--- config.mk ---
export PLATFORM = sky130hd
export DESIGN_NAME = hbridge_gate_control
export DESIGN_NICKNAME = d
export VERILOG_FILES = /design/src/rtl/hbg_pkg.sv /design/src/rtl/hbg_tmr_if.sv /design/src/rtl/hbg_gate_fault.sv /design/src/rtl/hbg_timers.sv /design/src/rtl/hbridge_gate_control.sv
export VERILOG_INCLUDE_DIRS = /design/src /design/src/rtl
export SDC_FILE = /design/constraint.sdc
export NUM_CORES = 1
export LEC_CHECK = 0
export ABC_AREA = 1
export BUFFER_PORTS_ARGS = -buffer_cell sky130_fd_sc_hd__buf_2
export CORE_MARGIN = 5
export CORE_UTILIZATION = 45
export CTS_BUF_LIST = sky130_fd_sc_hd__clkbuf_4
export DETAILED_ROUTE_END_ITERATION = 8
export SLEW_MARGIN = 20
export SYNTH_ARGS = -nofsm -noshare
export SYNTH_HDL_FRONTEND = slang
export SYNTH_SLANG_ARGS = --single-unit
--- constraint.sdc ---
create_clock -name clk -period 2.96 [get_ports clk]
set_clock_uncertainty 0.1 [all_clocks]
set_input_delay 0.444 -clock clk [delete_from_list [all_inputs] [get_ports clk]]
set_output_delay 0.444 -clock clk [all_outputs]
set_load 0.005 [all_outputs]
--- src/rtl/hbg_defs.svh ---
/*
 * Constants of the bridge gate control: timing counts at 250 MHz.
 * Assumes one 250 MHz clock; included by the design files by bare name.
 */
`ifndef HBG_DEFS_SVH
`define HBG_DEFS_SVH

// =====================================================================
// clock and times
`define HBG_CLK_MHZ        250
`define HBG_OFF_TIME_NS    20500
`define HBG_BLANK_TIME_NS  16500
`define HBG_FAULT_TIME_NS  8000
`define HBG_OFF_CYC   ((`HBG_OFF_TIME_NS * `HBG_CLK_MHZ) / 1000)
`define HBG_BLANK_CYC ((`HBG_BLANK_TIME_NS * `HBG_CLK_MHZ) / 1000)
`define HBG_FAULT_CYC ((`HBG_FAULT_TIME_NS * `HBG_CLK_MHZ) / 1000)
`define HBG_TMR_W          16

`endif

--- src/rtl/hbg_pkg.sv ---
/*
 * Types shared by the bridge gate control modules.
 * Assumes nothing beyond a SystemVerilog compiler.
 */
package hbg_pkg;
	// output drive of one half bridge
	typedef enum logic [1:0] {
		HBG_DRV_Z,
		HBG_DRV_LO,
		HBG_DRV_HI
	} hbg_drive_type;

	// regulation state of the current limit loop
	typedef enum logic [1:0] {
		HBG_REG_BLANK,
		HBG_REG_ON,
		HBG_REG_OFF
	} hbg_reg_type;
endpackage : hbg_pkg

--- src/rtl/hbg_tmr_if.sv ---
/*
 * Interface between the control core and its timer block.
 * Assumes one clock domain.
 */
`timescale 1ns/100ps
interface hbg_tmr_if;
	logic start_blank;
	logic start_off;
	logic blank_busy;
	logic off_busy;

	modport ctrl (
		output start_blank,
		output start_off,
		input  blank_busy,
		input  off_busy
	);
	modport tmr (
		input  start_blank,
		input  start_off,
		output blank_busy,
		output off_busy
	);
endinterface : hbg_tmr_if

--- src/rtl/hbg_gate_fault.sv ---
/*
 * Fault latch: short-circuit and overtemperature latch-off with the
 * clear edges of the enable and disable inputs.
 * Assumes inputs synchronous to clk; reset models supply restore.
 */
`timescale 1ns/100ps
module hbg_gate_fault (
	// clock and reset
	input  wire logic clk,
	input  wire logic reset,
	// detectors
	input  wire logic short_det,
	input  wire logic over_temp,
	input  wire logic temp_below_hyst,
	// clear edges
	input  wire logic dis_fall,
	input  wire logic en_rise,
	// result
	output logic      latched
);
	logic latch_q, latch_d;
	logic clr;

	// =================================================================
	// latch
	always_comb begin
		// enable edge clears only below shutdown, disable edge below
		// shutdown minus hysteresis
		clr = (en_rise & ~over_temp)
			| (dis_fall & temp_below_hyst & ~over_temp);
		latch_d = latch_q;
		if (clr) begin
			latch_d = 1'b0;
		end
		// a new fault wins over a clear in the same cycle
		if (short_det | over_temp) begin
			latch_d = 1'b1;
		end
	end

	always_ff @(posedge clk) begin
		if (reset) begin
			latch_q <= 1'b0;
		end else begin
			latch_q <= latch_d;
		end
	end

	assign latched = latch_q;
endmodule : hbg_gate_fault

--- src/rtl/hbg_timers.sv ---
/*
 * Blanking and constant-off down counters.
 * Assumes start pulses from the control core, synchronous reset.
 */
`timescale 1ns/100ps
`include "hbg_defs.svh"
module hbg_timers (
	// clock and reset
	input  wire logic clk,
	input  wire logic reset,
	// control side
	hbg_tmr_if.tmr    tmr
);
	import hbg_pkg::*;

	localparam logic [`HBG_TMR_W-1:0] BLANK_LD =
		`HBG_TMR_W'(`HBG_BLANK_CYC);
	localparam logic [`HBG_TMR_W-1:0] OFF_LD =
		`HBG_TMR_W'(`HBG_OFF_CYC);

	logic [`HBG_TMR_W-1:0] blank_q, blank_d;
	logic [`HBG_TMR_W-1:0] off_q, off_d;

	// =================================================================
	// counters
	always_comb begin
		blank_d = blank_q;
		off_d   = off_q;
		if (tmr.start_blank) begin
			blank_d = BLANK_LD;
		end else if (blank_q != '0) begin
			blank_d = blank_q - 1'b1;
		end
		if (tmr.start_off) begin
			off_d = OFF_LD;
		end else if (off_q != '0) begin
			off_d = off_q - 1'b1;
		end
	end

	always_ff @(posedge clk) begin
		if (reset) begin
			blank_q <= '0;
			off_q   <= '0;
		end else begin
			blank_q <= blank_d;
			off_q   <= off_d;
		end
	end

	assign tmr.blank_busy = (blank_q != '0);
	assign tmr.off_busy   = (off_q != '0);
endmodule : hbg_timers

--- src/rtl/hbridge_gate_control.sv ---
/*
 * Gate control of one H-bridge, both halves A and B: polarity logic, sleep, disable,
 * undervoltage, current regulation and fault latch, status flag.
 * Assumes all inputs synchronous to the 250 MHz clk; analog detectors
 * arrive as digital levels; reset stands for supply removal.
 */
`timescale 1ns/100ps
`include "hbg_defs.svh"
module hbridge_gate_control (
	// clock and reset
	input  wire logic clk,
	input  wire logic reset,
	// host control inputs, with pin-float indicators
	input  wire logic phase_in_a,
	input  wire logic phase_in_b,
	input  wire logic disable_hi_in,
	input  wire logic disable_hi_float,
	input  wire logic enable_disable_n_in,
	input  wire logic enable_float,
	// analog detectors
	input  wire logic undervoltage,
	input  wire logic short_circuit_det,
	input  wire logic current_limit_threshold,
	input  wire logic current_limit_det,
	input  wire logic temp_foldback,
	input  wire logic thermal_shutdown_point,
	input  wire logic temp_below_hyst,
	// bridge outputs
	output logic      bridge_out_a,
	output logic      bridge_out_a_oe,
	output logic      bridge_out_b,
	output logic      bridge_out_b_oe,
	output logic      foldback_active,
	output logic      sleep_mode,
	// status flag, open drain
	output logic      fault_status_n_out,
	output logic      fault_status_n_oe
);
	import hbg_pkg::*;

	hbg_tmr_if tif ();

	logic en_eff, dis_eff;
	logic en_prev_q, en_prev_d;
	logic dis_prev_q, dis_prev_d;
	logic latched;
	logic run;
	logic run_q, run_d;
	hbg_reg_type reg_q, reg_d;
	logic pa_q, pa_d, pb_q, pb_d;
	hbg_drive_type drv_a, drv_b;
	logic oa_q, oa_d, ob_q, ob_d;
	logic oea_q, oea_d, oeb_q, oeb_d;
	logic sf_q, sf_d;
	logic fb_q, fb_d;
	logic slp_q, slp_d;
	logic cl_hit;

	// =================================================================
	// input qualification
	always_comb begin
		en_eff  = enable_disable_n_in & ~enable_float;
		dis_eff = disable_hi_in | disable_hi_float;
		en_prev_d  = en_eff;
		dis_prev_d = dis_eff;
	end

	always_ff @(posedge clk) begin
		if (reset) begin
			en_prev_q  <= 1'b0;
			dis_prev_q <= 1'b1;
		end else begin
			en_prev_q  <= en_prev_d;
			dis_prev_q <= dis_prev_d;
		end
	end

	// =================================================================
	// fault latch, one cycle from detection, far inside 8.0 us
	hbg_gate_fault u_fault (
		.clk             (clk),
		.reset           (reset),
		.short_det       (short_circuit_det & run),
		.over_temp       (thermal_shutdown_point),
		.temp_below_hyst (temp_below_hyst),
		.dis_fall        (dis_prev_q & ~dis_eff),
		.en_rise         (~en_prev_q & en_eff),
		.latched         (latched)
	);

	hbg_timers u_tmr (
		.clk   (clk),
		.reset (reset),
		.tmr   (tif.tmr)
	);

	// =================================================================
	// bridge enable and current regulation
	always_comb begin
		run = en_eff & ~dis_eff & ~undervoltage & ~latched;
		run_d = run;
		// foldback threshold selected by the analog side; flag only
		cl_hit = current_limit_det & current_limit_threshold;
		pa_d = phase_in_a;
		pb_d = phase_in_b;
		reg_d = reg_q;
		tif.start_blank = 1'b0;
		tif.start_off   = 1'b0;
		// any output edge restarts blanking, leaving tri-state as well,
		// so a limit hit right after enable cannot start the off time
		if (run && (!run_q || pa_d != pa_q || pb_d != pb_q)) begin
			tif.start_blank = 1'b1;
			reg_d = HBG_REG_BLANK;
		end else begin
			unique case (reg_q)
				HBG_REG_BLANK: begin
					// limit ignored while blanking
					if (!tif.blank_busy) begin
						reg_d = HBG_REG_ON;
					end
				end
				HBG_REG_ON: begin
					if (run && cl_hit) begin
						tif.start_off = 1'b1;
						reg_d = HBG_REG_OFF;
					end
				end
				HBG_REG_OFF: begin
					// limit events here are dropped, not queued
					if (!tif.off_busy) begin
						tif.start_blank = 1'b1;
						reg_d = HBG_REG_BLANK;
					end
				end
			endcase
		end
		if (!run) begin
			reg_d = HBG_REG_ON;
		end
	end

	always_ff @(posedge clk) begin
		if (reset) begin
			reg_q <= HBG_REG_ON;
			run_q <= 1'b0;
			pa_q  <= 1'b0;
			pb_q  <= 1'b0;
		end else begin
			reg_q <= reg_d;
			run_q <= run_d;
			pa_q  <= pa_d;
			pb_q  <= pb_d;
		end
	end

	// =================================================================
	// output stage
	always_comb begin
		drv_a = phase_in_a ? HBG_DRV_HI : HBG_DRV_LO;
		drv_b = phase_in_b ? HBG_DRV_HI : HBG_DRV_LO;
		// tri-state on sleep, disable, undervoltage, latch, off time
		if (!run || reg_q == HBG_REG_OFF) begin
			drv_a = HBG_DRV_Z;
			drv_b = HBG_DRV_Z;
		end
		oa_d  = (drv_a == HBG_DRV_HI);
		ob_d  = (drv_b == HBG_DRV_HI);
		oea_d = (drv_a != HBG_DRV_Z);
		oeb_d = (drv_b != HBG_DRV_Z);
		// sleep keeps flag released; disable, undervoltage and latch pull it low
		sf_d = ~en_eff
			| ~(dis_eff | undervoltage | latched);
		fb_d  = temp_foldback & en_eff;
		slp_d = ~en_eff;
	end

	always_ff @(posedge clk) begin
		if (reset) begin
			oa_q  <= 1'b0;
			ob_q  <= 1'b0;
			oea_q <= 1'b0;
			oeb_q <= 1'b0;
			sf_q  <= 1'b1;
			fb_q  <= 1'b0;
			slp_q <= 1'b1;
		end else begin
			oa_q  <= oa_d;
			ob_q  <= ob_d;
			oea_q <= oea_d;
			oeb_q <= oeb_d;
			sf_q  <= sf_d;
			fb_q  <= fb_d;
			slp_q <= slp_d;
		end
	end

	assign bridge_out_a       = oa_q;
	assign bridge_out_b       = ob_q;
	assign bridge_out_a_oe    = oea_q;
	assign bridge_out_b_oe    = oeb_q;
	assign foldback_active    = fb_q;
	assign sleep_mode         = slp_q;
	// open drain: only ever drives low
	assign fault_status_n_out = 1'b0;
	assign fault_status_n_oe  = ~sf_q;
endmodule : hbridge_gate_control
==> metrics.yaml, run 1 <==
status: "finished clean"
die_width_um: 81.6
synth.largest_area_cell: "dfxtp_1"
max_cap_viol_count: 0
cp.arrival_ns: 2.12
root_buffer: "clkbuf_4"
synthArstFlopShare_pct: 0
die_y_um: 81.6
design_area_sq_um: 2540
synth-seq-cells: 47
regArea_sq_um: 941
htreeDepth: 2
fmax_ghz: 0.506
avgSynthCellArea_sq_um: 6.98
antenna_left: 0
reg2reg_from: "u_tmr.off_q[0]$_SDFFE_PP0P_"
p_int_mw: 1.52
cp-start-kind: "flip-flop"
hold_depth: 3
layout-drive-gt1-share_pct: 11.3
drc: 0
ys_top_cells_by_count: "82 x nor2_1, 77 x nand2_1, 47 x dfxtp_1"
maxSlewViolCount: 0
yosysWarningCount: 0
grt_pass1_vias: 1929
fin_util_pct: 50.4
vias: 1982
postCtsSetupRepairBufs: 0
netSwitchingFraction_pct: 43.4
seq_area_frac_synth_pct: 40.7
numCtsBuffers: 5
cts.sinks: 47
clock_path_buffers: 2
synth_area_leaders: "dfxtp_1 41%, nor2_1 13%, nand2_1 13%, xor2_1 6.4%, inv_1 4.6%"
r2r_slack_ns: 0.98
p_seq_share_pct: 35.0
reg2reg_to: "u_tmr.blank_q[14]$_SDFFE_PP0P_"
synth-main-ff-cell: "dfxtp_1"
synth_top_area_share_pct: 40.7
cts_tree: "yes"
postCtsHoldBufs: 0
fill_cells: 509
synth_area_sq_um: 2310
diodes: 0
syn-num-nets: 352
path_max_fanout: 14
synthMostInstantiatedCell: "nor2_1"
synth_edf_count: 0
grt_max_degree: 16
area_delta_synth_final_pct: 9.97
post_cts_resized: 0
rsz0062_at_grt: "false"
core-area_sq_um: 5040
holdCritStartpoint: "temp_foldback"
grt_overflow: 0
r2r_cells: 9
hold_path.class: "in -> reg"
viasPerCell: 4.69
holdPathEnd: "foldback_active$_SDFF_PP0_"
layout_worst_path_cycle_share_pct: 66.8
dpl-instance-area_sq_um: 2460
std_cell_rows: 26
max-vdd-ir-drop_uv: 559
wl_per_cell_um: 10.7
crit_path_end_kind: "flip-flop"
p_per_area_nw_per_um2: 1060
p_clk_share_pct: 13.6
clk_latency_ns: 0.35
grt_usage_pct: 15.8
finalSetupViolCount: 0
grt_first_pass_wirelength_um: 8290
nets: 374
num_io_pins: 23
drt_iter0_markers: 51
antenna_found_initial: 0
ys_types: 26
tns_ns: 0
multi_input_comb_area_sq_um: 1220
path_clk_slew_ns: 0.13
drt_first_pass_iters: 4
start_util_pct: 45.8
path_class: "reg -> reg"
critPathRequiredTime_ns: 3.10
dp_hpwl_um: 3500
wl_um: 4520
final_hold_viol_count: 0
gp_congestion: 0.861
die-area_sq_um: 6670
p_comb_share_pct: 51.4
portBuffers: 21
total_power_mw: 2.69
syn_inst: 331
p_leak_nw: 1.31
power_switching_mw: 1.17
period_minus_slack_ns: 1.98
==> cells in the final DEF, fill, tap and decap left out, drive strengths merged <==
cell type,netlist,routed
nor3,10,10
a21oi,12,12
nand2,82,82
ha,6,6
a31oi,1,1
a21o,3,3
nand3b,1,1
xnor2,8,8
xor2,17,17
inv,29,29
nand3,12,12
or2,2,2
o21ai,5,5
nand4,4,4
bufinv,0,1
conb,1,1
dfxtp,47,47
nor2,85,85
buf,5,21
clkbuf,1,6
==> worst max-delay path, cell delays in order (launching register included) <==
cell and delay, ns:
dfxtp_1 0.34, inv_1 0.10, ha_1 0.27, nand2_2 0.12, nor2_4 0.13, nand2_2 0.19, o21ai_2 0.26, inv_2 0.07
nand2_2 0.20, nor2_1 0.08
==> layout make-up <==
| cell class | instances | share of cell area, % |
|---|---|---|
| inverters | 29 | 4.29 |
| multi-input cells | 249 | 48.1 |
| clock buffers | 6 | 1.77 |
| flip-flops and latches | 47 | 37.0 |
| well taps | 70 | 3.45 |
| clock inverters | 1 | 1.18 |
| repair buffers | 21 | 4.14 |
==> sequential cells by signal, indices dropped and copies added, names as in the netlist <==
name             cells
bridge_out_b_oe      1
foldback_active      1
u_fault.latched      1
pb_q                 1
bridge_out_a         1
run_q                1
reg_q                2
u_tmr.off_q         16
en_prev_q            1
sleep_mode           1
u_tmr.blank_q       16
bridge_out_b         1
bridge_out_a_oe      1
sf_q                 1
pa_q                 1
dis_prev_q           1
==> stage by stage <==
stage	cells	setup WS, ns	hold WS [ns]
final	423	0.982	0.201
after global routing	423	0.789	0.184
after CTS	423	0.971	0.180
after detailed placement	416	0.990	0.372
after global placement	416	1.06	0.370
after floorplan	331	1.33	0.357
==> how the worst max path moves through the flow <==
stage | from | endpoint | slack (ns) | cells past startpoint
floorplan | u_tmr.off_q[0]$_SDFFE_PP0P_ | u_tmr.blank_q[10]$_SDFFE_PP0P_ | 1.33 | 10
global placement | u_tmr.off_q[0]$_SDFFE_PP0P_ | u_tmr.blank_q[9]$_SDFFE_PP0P_ | 1.06 | 9
detailed placement | u_tmr.off_q[0]$_SDFFE_PP0P_ | u_tmr.blank_q[9]$_SDFFE_PP0P_ | 0.99 | 9
CTS | u_tmr.off_q[0]$_SDFFE_PP0P_ | u_tmr.blank_q[9]$_SDFFE_PP0P_ | 0.97 | 9
global route | u_tmr.off_q[0]$_SDFFE_PP0P_ | u_tmr.blank_q[1]$_SDFFE_PP0P_ | 0.79 | 9
finish | u_tmr.off_q[0]$_SDFFE_PP0P_ | u_tmr.blank_q[14]$_SDFFE_PP0P_ | 0.98 | 9
==> cell families after synthesis <==
family | count (synthesis) | share of synthesized area (%)
flip-flops | 47 | 40.7
AND/OR/NAND/NOR | 196 | 34.9
other | 1 | 0.162
AO/OA/AOI/OAI | 21 | 5.09
XOR/XNOR | 25 | 9.48
adder cells (fa/ha/maj) | 6 | 3.25
buffers and inverters | 35 | 6.34
==> metal layers <==
layer,share of wire [%],vias to the layer above,global-route usage [%]
met4,1.2,0,5.15
li1,-,1069,-
met3,4.4,6,3.95
met2,45,33,25.8
met1,49,874,20.3
met5,0,-,0
==> power by group through the flow <==
stage,Combinational [mW],Sequential (mW),Clock (mW)
6_report,1.38,0.940,0.366
5_1_grt,1.63,0.964,0.422
4_1_cts,1.40,0.939,0.389
3_5_place_dp,1.39,0.953,0
3_3_place_gp,1.40,0.953,0
2_1_floorplan,1.18,0.915,0
No activity file was read; power rests on OpenSTA's default activity.
==> inputs of run 2 (changes only) <==
--- a/config.mk
+++ b/config.mk
@@ -12,6 +12,7 @@
 export CORE_UTILIZATION = 45
 export CTS_BUF_LIST = sky130_fd_sc_hd__clkbuf_4
 export DETAILED_ROUTE_END_ITERATION = 8
+export PLACE_DENSITY = 0.66
 export SLEW_MARGIN = 20
 export SYNTH_ARGS = -nofsm -noshare
 export SYNTH_HDL_FRONTEND = slang
==> constraint.sdc (replaced) <==
create_clock -name clk -period 1.6 [get_ports clk]
set_clock_uncertainty 0.1 [all_clocks]
set_input_delay 0.24 -clock clk [delete_from_list [all_inputs] [get_ports clk]]
set_output_delay 0.24 -clock clk [all_outputs]
set_load 0.005 [all_outputs]
==> run 2 against run 1 <==
  * Die area stayed put
  * Clock power increased by 90%
  * Global-route usage decreased by 0.25 points
  * Critical path type unchanged
  * Critical endpoint unchanged
  * Largest cell class unchanged
==> metrics.yaml, run 2 (synthesis results as in run 1) <==
hold_path.class: "in -> reg"
die_width_um: 81.6
holdPathEnd: "foldback_active$_SDFF_PP0_"
dpl-instance-area_sq_um: 2620
std_cell_rows: 26
antenna_left: 0
cp.arrival_ns: 1.69
cts.sinks: 47
cts_tree: "yes"
drt_first_pass_iters: 4
viasPerCell: 4.71
grt_usage_pct: 15.5
period_minus_slack_ns: 1.52
dpl_worst_slack_ns: -0.00937
root_buffer: "clkbuf_4"
grt_pass1_vias: 1943
grt_first_pass_wirelength_um: 8140
hold_depth: 4
max-vdd-ir-drop_uv: 1080
path_cells: "nor2_1 -> nand2_1 -> nor2_1 -> nand2_4 -> o21ai_4 -> inv_2 -> nand2_4 -> nor2_1"
fin_util_pct: 55.3
wl_um: 4780
layout_worst_path_cycle_share_pct: 95.0
drc: 0
crit_family: "simple AND/OR/NAND/NOR gates"
wl_per_cell_um: 10.7
nets: 397
die_y_um: 81.6
p_leak_nw: 1.45
start_util_pct: 45.8
multi_input_comb_area_sq_um: 1290
area_delta_synth_final_pct: 20.7
regArea_sq_um: 941
p_per_area_nw_per_um2: 1990
total_power_mw: 5.54
layout_common_cells: "77 x nor2_1, 76 x nand2_1, 47 x dfxtp_1"
clock_path_buffers: 2
worst_slack_ns: 0.0796
dp_hpwl_um: 3660
design_area_sq_um: 2790
final_hold_viol_count: 0
finalSetupViolCount: 0
clk_latency_ns: 0.36
layout_commonest_cell: "nor2_1"
layout-drive-gt1-share_pct: 18.9
holdCritStartpoint: "enable_float"
drt_iter0_markers: 91
maxSlewViolCount: 0
cpPeakStageDelay_ns: 0.37
reg2reg_to: "u_tmr.blank_q[14]$_SDFFE_PP0P_"
critPathSlowestCell: "dfxtp_1"
instances_no_fill: 446
htreeDepth: 2
holdWs_ns: 0.0160
vias: 2102
crit_path_end_kind: "flip-flop"
r2r_slack_ns: 0.08
r2r_cells: 8
max_cap_viol_count: 0
critPathRequiredTime_ns: 1.77
diodes: 0
cp-start-kind: "flip-flop"
dp_cells: 435
reg2reg_from: "u_tmr.off_q[13]$_SDFFE_PP0P_"
path_clk_slew_ns: 0.14
tns_ns: 0
antenna_found_initial: 0
path_buf_inv: 1
fmax_ghz: 0.658
numCtsBuffers: 5
die-area_sq_um: 6670
fill_cells: 478
critPathMostFrequentCell: "nor2_1"
grt_max_degree: 15
path_class: "reg -> reg"
num_io_pins: 23
gp_congestion: 0.855
status: "finished clean"
path_max_fanout: 6
top_regs: "u_tmr.blank_q: 16 flops, u_tmr.off_q: 16 flops, reg_q: 2 flops"
grt_overflow: 0
core-area_sq_um: 5040
portBuffers: 21
## run 2: final cells by class
cell class | instances | area share, %
Timing Repair Buffer | 43 | 10.3
Sequential cell | 47 | 33.8
Tap cell | 70 | 3.14
Inverter | 29 | 3.90
Clock inverter | 2 | 1.35
Clock buffer | 5 | 1.35
Multi-Input combinational cell | 250 | 46.2
## run 2: what timing repair did
action                                  CTS  global route
pin swaps                                 0             4
hold buffers                              2             0
endpoints found under the setup margin    5            16
cloned                                    0             1
hold endpoints to repair                  2             0
resized for setup                         1            14
buffers inserted                          0             1
## run 2: report_power, final
| part | total, mW | switching [mW] | internal, mW |
|---|---|---|---|
| clock network | 0.694 | 0.373 | 0.321 |
| logic | 3.12 | 1.76 | 1.36 |
| registers | 1.72 | 0.253 | 1.47 |
## run 2: worst max path at each step
| stage | start | cells past startpoint | slack (ns) | end |
|---|---|---|---|---|
| final | u_tmr.off_q[13]$_SDFFE_PP0P_ | 8 | 0.08 | u_tmr.blank_q[14]$_SDFFE_PP0P_ |
| after global routing | u_tmr.blank_q[10]$_SDFFE_PP0P_ | 9 | -0.01 | reg_q[0]$_SDFFE_PP1P_ |
| after CTS | u_tmr.off_q[0]$_SDFFE_PP0P_ | 9 | 0.05 | u_tmr.blank_q[1]$_SDFFE_PP0P_ |
| after floorplan | u_tmr.off_q[0]$_SDFFE_PP0P_ | 10 | 0.003 | u_tmr.blank_q[10]$_SDFFE_PP0P_ |
| after global placement | disable_hi_float | 9 | 0.04 | u_tmr.blank_q[14]$_SDFFE_PP0P_ |
| after detailed placement | disable_hi_float | 9 | -0.009 | u_tmr.blank_q[11]$_SDFFE_PP0P_ |
## run 2: worst min-delay path, stage by stage
cell	delay (ns)
buf_2	0.07
nor2_1	0.05
nand2_1	0.05
nor2_1	0.03
## run 2: per-layer routing
metal / global-route usage [%] / vias to the layer above / routed length, um
met3: 3.07 / 7 / 207
met1: 19.7 / 939 / 2280
li1: - / 1115 / -
met4: 6.31 / 0 / 80
met5: 0 / - / 0
met2: 25.8 / 41 / 2210
==> inputs of run 3 (changes only) <==
--- a/config.mk
+++ b/config.mk
@@ -12,7 +12,8 @@
 export CORE_UTILIZATION = 45
 export CTS_BUF_LIST = sky130_fd_sc_hd__clkbuf_4
 export DETAILED_ROUTE_END_ITERATION = 8
-export PLACE_DENSITY = 0.66
+export PLACE_DENSITY = 0.77
+export RECOVER_POWER = 25
 export SLEW_MARGIN = 20
 export SYNTH_ARGS = -nofsm -noshare
 export SYNTH_HDL_FRONTEND = slang
==> run 3 against run 2 <==
  * Clock power down 16%
  * Wire length rose by 5.9%
  * Critical path depth up 4
  * Non-clock buffer count up 7
  * Count of clock-buffer cells in the layout stayed put
  * Worst setup slack worse by 0.026 ns
  * Combinational power is essentially flat
  * Maximum frequency fell by 1.7%
  * Critical path type is now in -> reg
  * Critical endpoint is now u_tmr.off_q[8]$_SDFFE_PP0P_
  * Largest cell class unchanged
  * Highest routed layer unchanged
==> metrics.yaml, run 3 (synthesis results as in run 1) <==
path_buf_inv: 5
cpPeakStageDelay_ns: 0.54
antenna_left: 0
clk_latency_ns: 0.38
core-area_sq_um: 5040
fmax_ghz: 0.647
grt_max_degree: 17
critPathMostFrequentCell: "nand2_1"
p_leak_nw: 1.47
layout_worst_path_cycle_share_pct: 96.6
holdCritStartpoint: "phase_in_b"
start_util_pct: 45.8
critPathRequiredTime_ns: 1.79
cp.arrival_ns: 1.74
reg2reg_to: "u_tmr.blank_q[13]$_SDFFE_PP0P_"
max-vdd-ir-drop_uv: 1120
p_per_area_nw_per_um2: 1900
root_buffer: "clkbuf_4"
numCtsBuffers: 5
layout-drive-gt1-share_pct: 21.1
die-area_sq_um: 6670
critPathSlowestCell: "dlygate4sd3_1"
instances_no_fill: 454
max_cap_viol_count: 0
htreeDepth: 2
wl_um: 5060
nets: 404
grt_pass1_vias: 2077
top_regs: "u_tmr.blank_q: 16 flops, u_tmr.off_q: 16 flops, reg_q: 2 flops"
portBuffers: 21
drc: 0
rsz0062_at_grt: "true"
drt_iter0_markers: 77
r2r_slack_ns: 0.07
dp_cells: 437
wl_per_cell_um: 11.1
final_hold_viol_count: 0
crit_family: "buffers and inverters"
holdPathEnd: "bridge_out_b$_SDFF_PP0_"
gp_congestion: 0.866
path_cells: "dlygate4sd3_1 -> buf_2 -> inv_2 -> nand2_1 -> nand2_1 -> nor2_1 -> nand2_1 -> inv_2 -> nand3_2 -> nand2_4 -> buf_12 -> nor3_1"
r2r_cells: 8
crit_path_end_kind: "flip-flop"
hold_depth: 3
cts_tree: "yes"
clock_path_buffers: 2
status: "finished clean"
reg2reg_from: "u_tmr.off_q[6]$_SDFFE_PP0P_"
grt_first_pass_wirelength_um: 8730
antenna_found_initial: 0
finalSetupViolCount: 0
multi_input_comb_area_sq_um: 1290
layout_common_cells: "77 x nor2_1, 75 x nand2_1, 45 x dfxtp_1"
dp_hpwl_um: 3660
maxSlewViolCount: 0
viasPerCell: 4.77
regArea_sq_um: 943
period_minus_slack_ns: 1.55
die_y_um: 81.6
drt_first_pass_iters: 4
vias: 2164
layout_commonest_cell: "nor2_1"
area_delta_synth_final_pct: 23.8
num_io_pins: 23
path_max_fanout: 6
diodes: 0
hold_path.class: "in -> reg"
grt_overflow: 0
std_cell_rows: 26
cp-start-kind: "input port"
path_class: "in -> reg"
tns_ns: 0
grt_usage_pct: 16.8
cts.sinks: 47
die_width_um: 81.6
fill_cells: 462
path_clk_slew_ns: 0.15
run 3: changes by cell type in the layout (fill, tap and decap cells not counted), moves of 2 or more:
cell	before	now
clkbuf_1	0	2
o21ai_0	4	2
inv_2	2	4
o21ai_1	0	2
buf_2	21	19
inv_1	27	24
dlygate4sd3_1	2	5
dfxtp_1	47	45
buf_4	19	21
dfxtp_2	0	2
run 3: what timing repair did:
| item | 4_1_cts | 5_1_grt |
|---|---|---|
| setup endpoints to repair | 8 | 26 |
| gates resized for setup | 1 | 24 |
| gates cloned | 0 | 2 |
| hold endpoints to repair | 4 | 0 |
| hold buffers | 5 | 0 |
| setup buffers | 0 | 2 |
| pin swaps | 0 | 4 |
run 3: worst reg2reg max path, delay by kind of cell (launching register included):
kind / cells / cell delay, ns
simple gates: 6 / 0.71
flops: 1 / 0.37
compound gates: 1 / 0.20
buf+inv: 1 / 0.08
run 3: through the flow:
step	setup WS, ns	hold WS [ns]	util, %	cell area, sq um	total power, mW
after CTS	0.0420	0.0138	54.6	2750	5.32
after floorplan	0.00318	0.209	-	2310	3.88
after global placement	0.0228	0.361	52.3	2640	4.61
after global routing	-0.0173	0.0261	56.7	2860	6.00
after detailed placement	-0.00968	0.370	52.3	2640	4.70
final	0.0536	0.0422	56.7	2860	5.44
run 3: cell type report:
cell class	count	share of cell area (%)
clock inverters	3	0.787
multi-input cells	250	45.1
repair buffers	50	12.8
well taps	70	3.06
clock buffers	5	1.31
flip-flops and latches	47	33.0
inverters	29	3.89
run 3: layer usage:
metal	up-vias	global-route usage, %	part of all wire [%]
li1	1134	-	-
met1	960	20.1	45
met2	57	28.8	48
met3	13	4.82	4.6
met4	0	5.48	2.8
met5	-	0	0
run 3: worst max-delay path by stage:
stage | start | end | slack [ns] | cells past startpoint
floorplan | u_tmr.off_q[0]$_SDFFE_PP0P_ | u_tmr.blank_q[10]$_SDFFE_PP0P_ | 0.003 | 10
global placement | disable_hi_float | u_tmr.blank_q[10]$_SDFFE_PP0P_ | 0.02 | 9
detailed placement | disable_hi_float | u_tmr.blank_q[11]$_SDFFE_PP0P_ | -0.01 | 9
CTS | phase_in_a | u_tmr.off_q[8]$_SDFFE_PP0P_ | 0.04 | 12
global route | u_tmr.off_q[6]$_SDFFE_PP0P_ | u_tmr.blank_q[8]$_SDFFE_PP0P_ | -0.02 | 8
finish | phase_in_a | u_tmr.off_q[8]$_SDFFE_PP0P_ | 0.05 | 12
run 3: where the power goes:
| part | total, mW | switching (mW) | internal [mW] |
|---|---|---|---|
| combinational | 3.12 | 1.75 | 1.37 |
| clock | 0.583 | 0.405 | 0.178 |
| sequential | 1.73 | 0.258 | 1.48 |
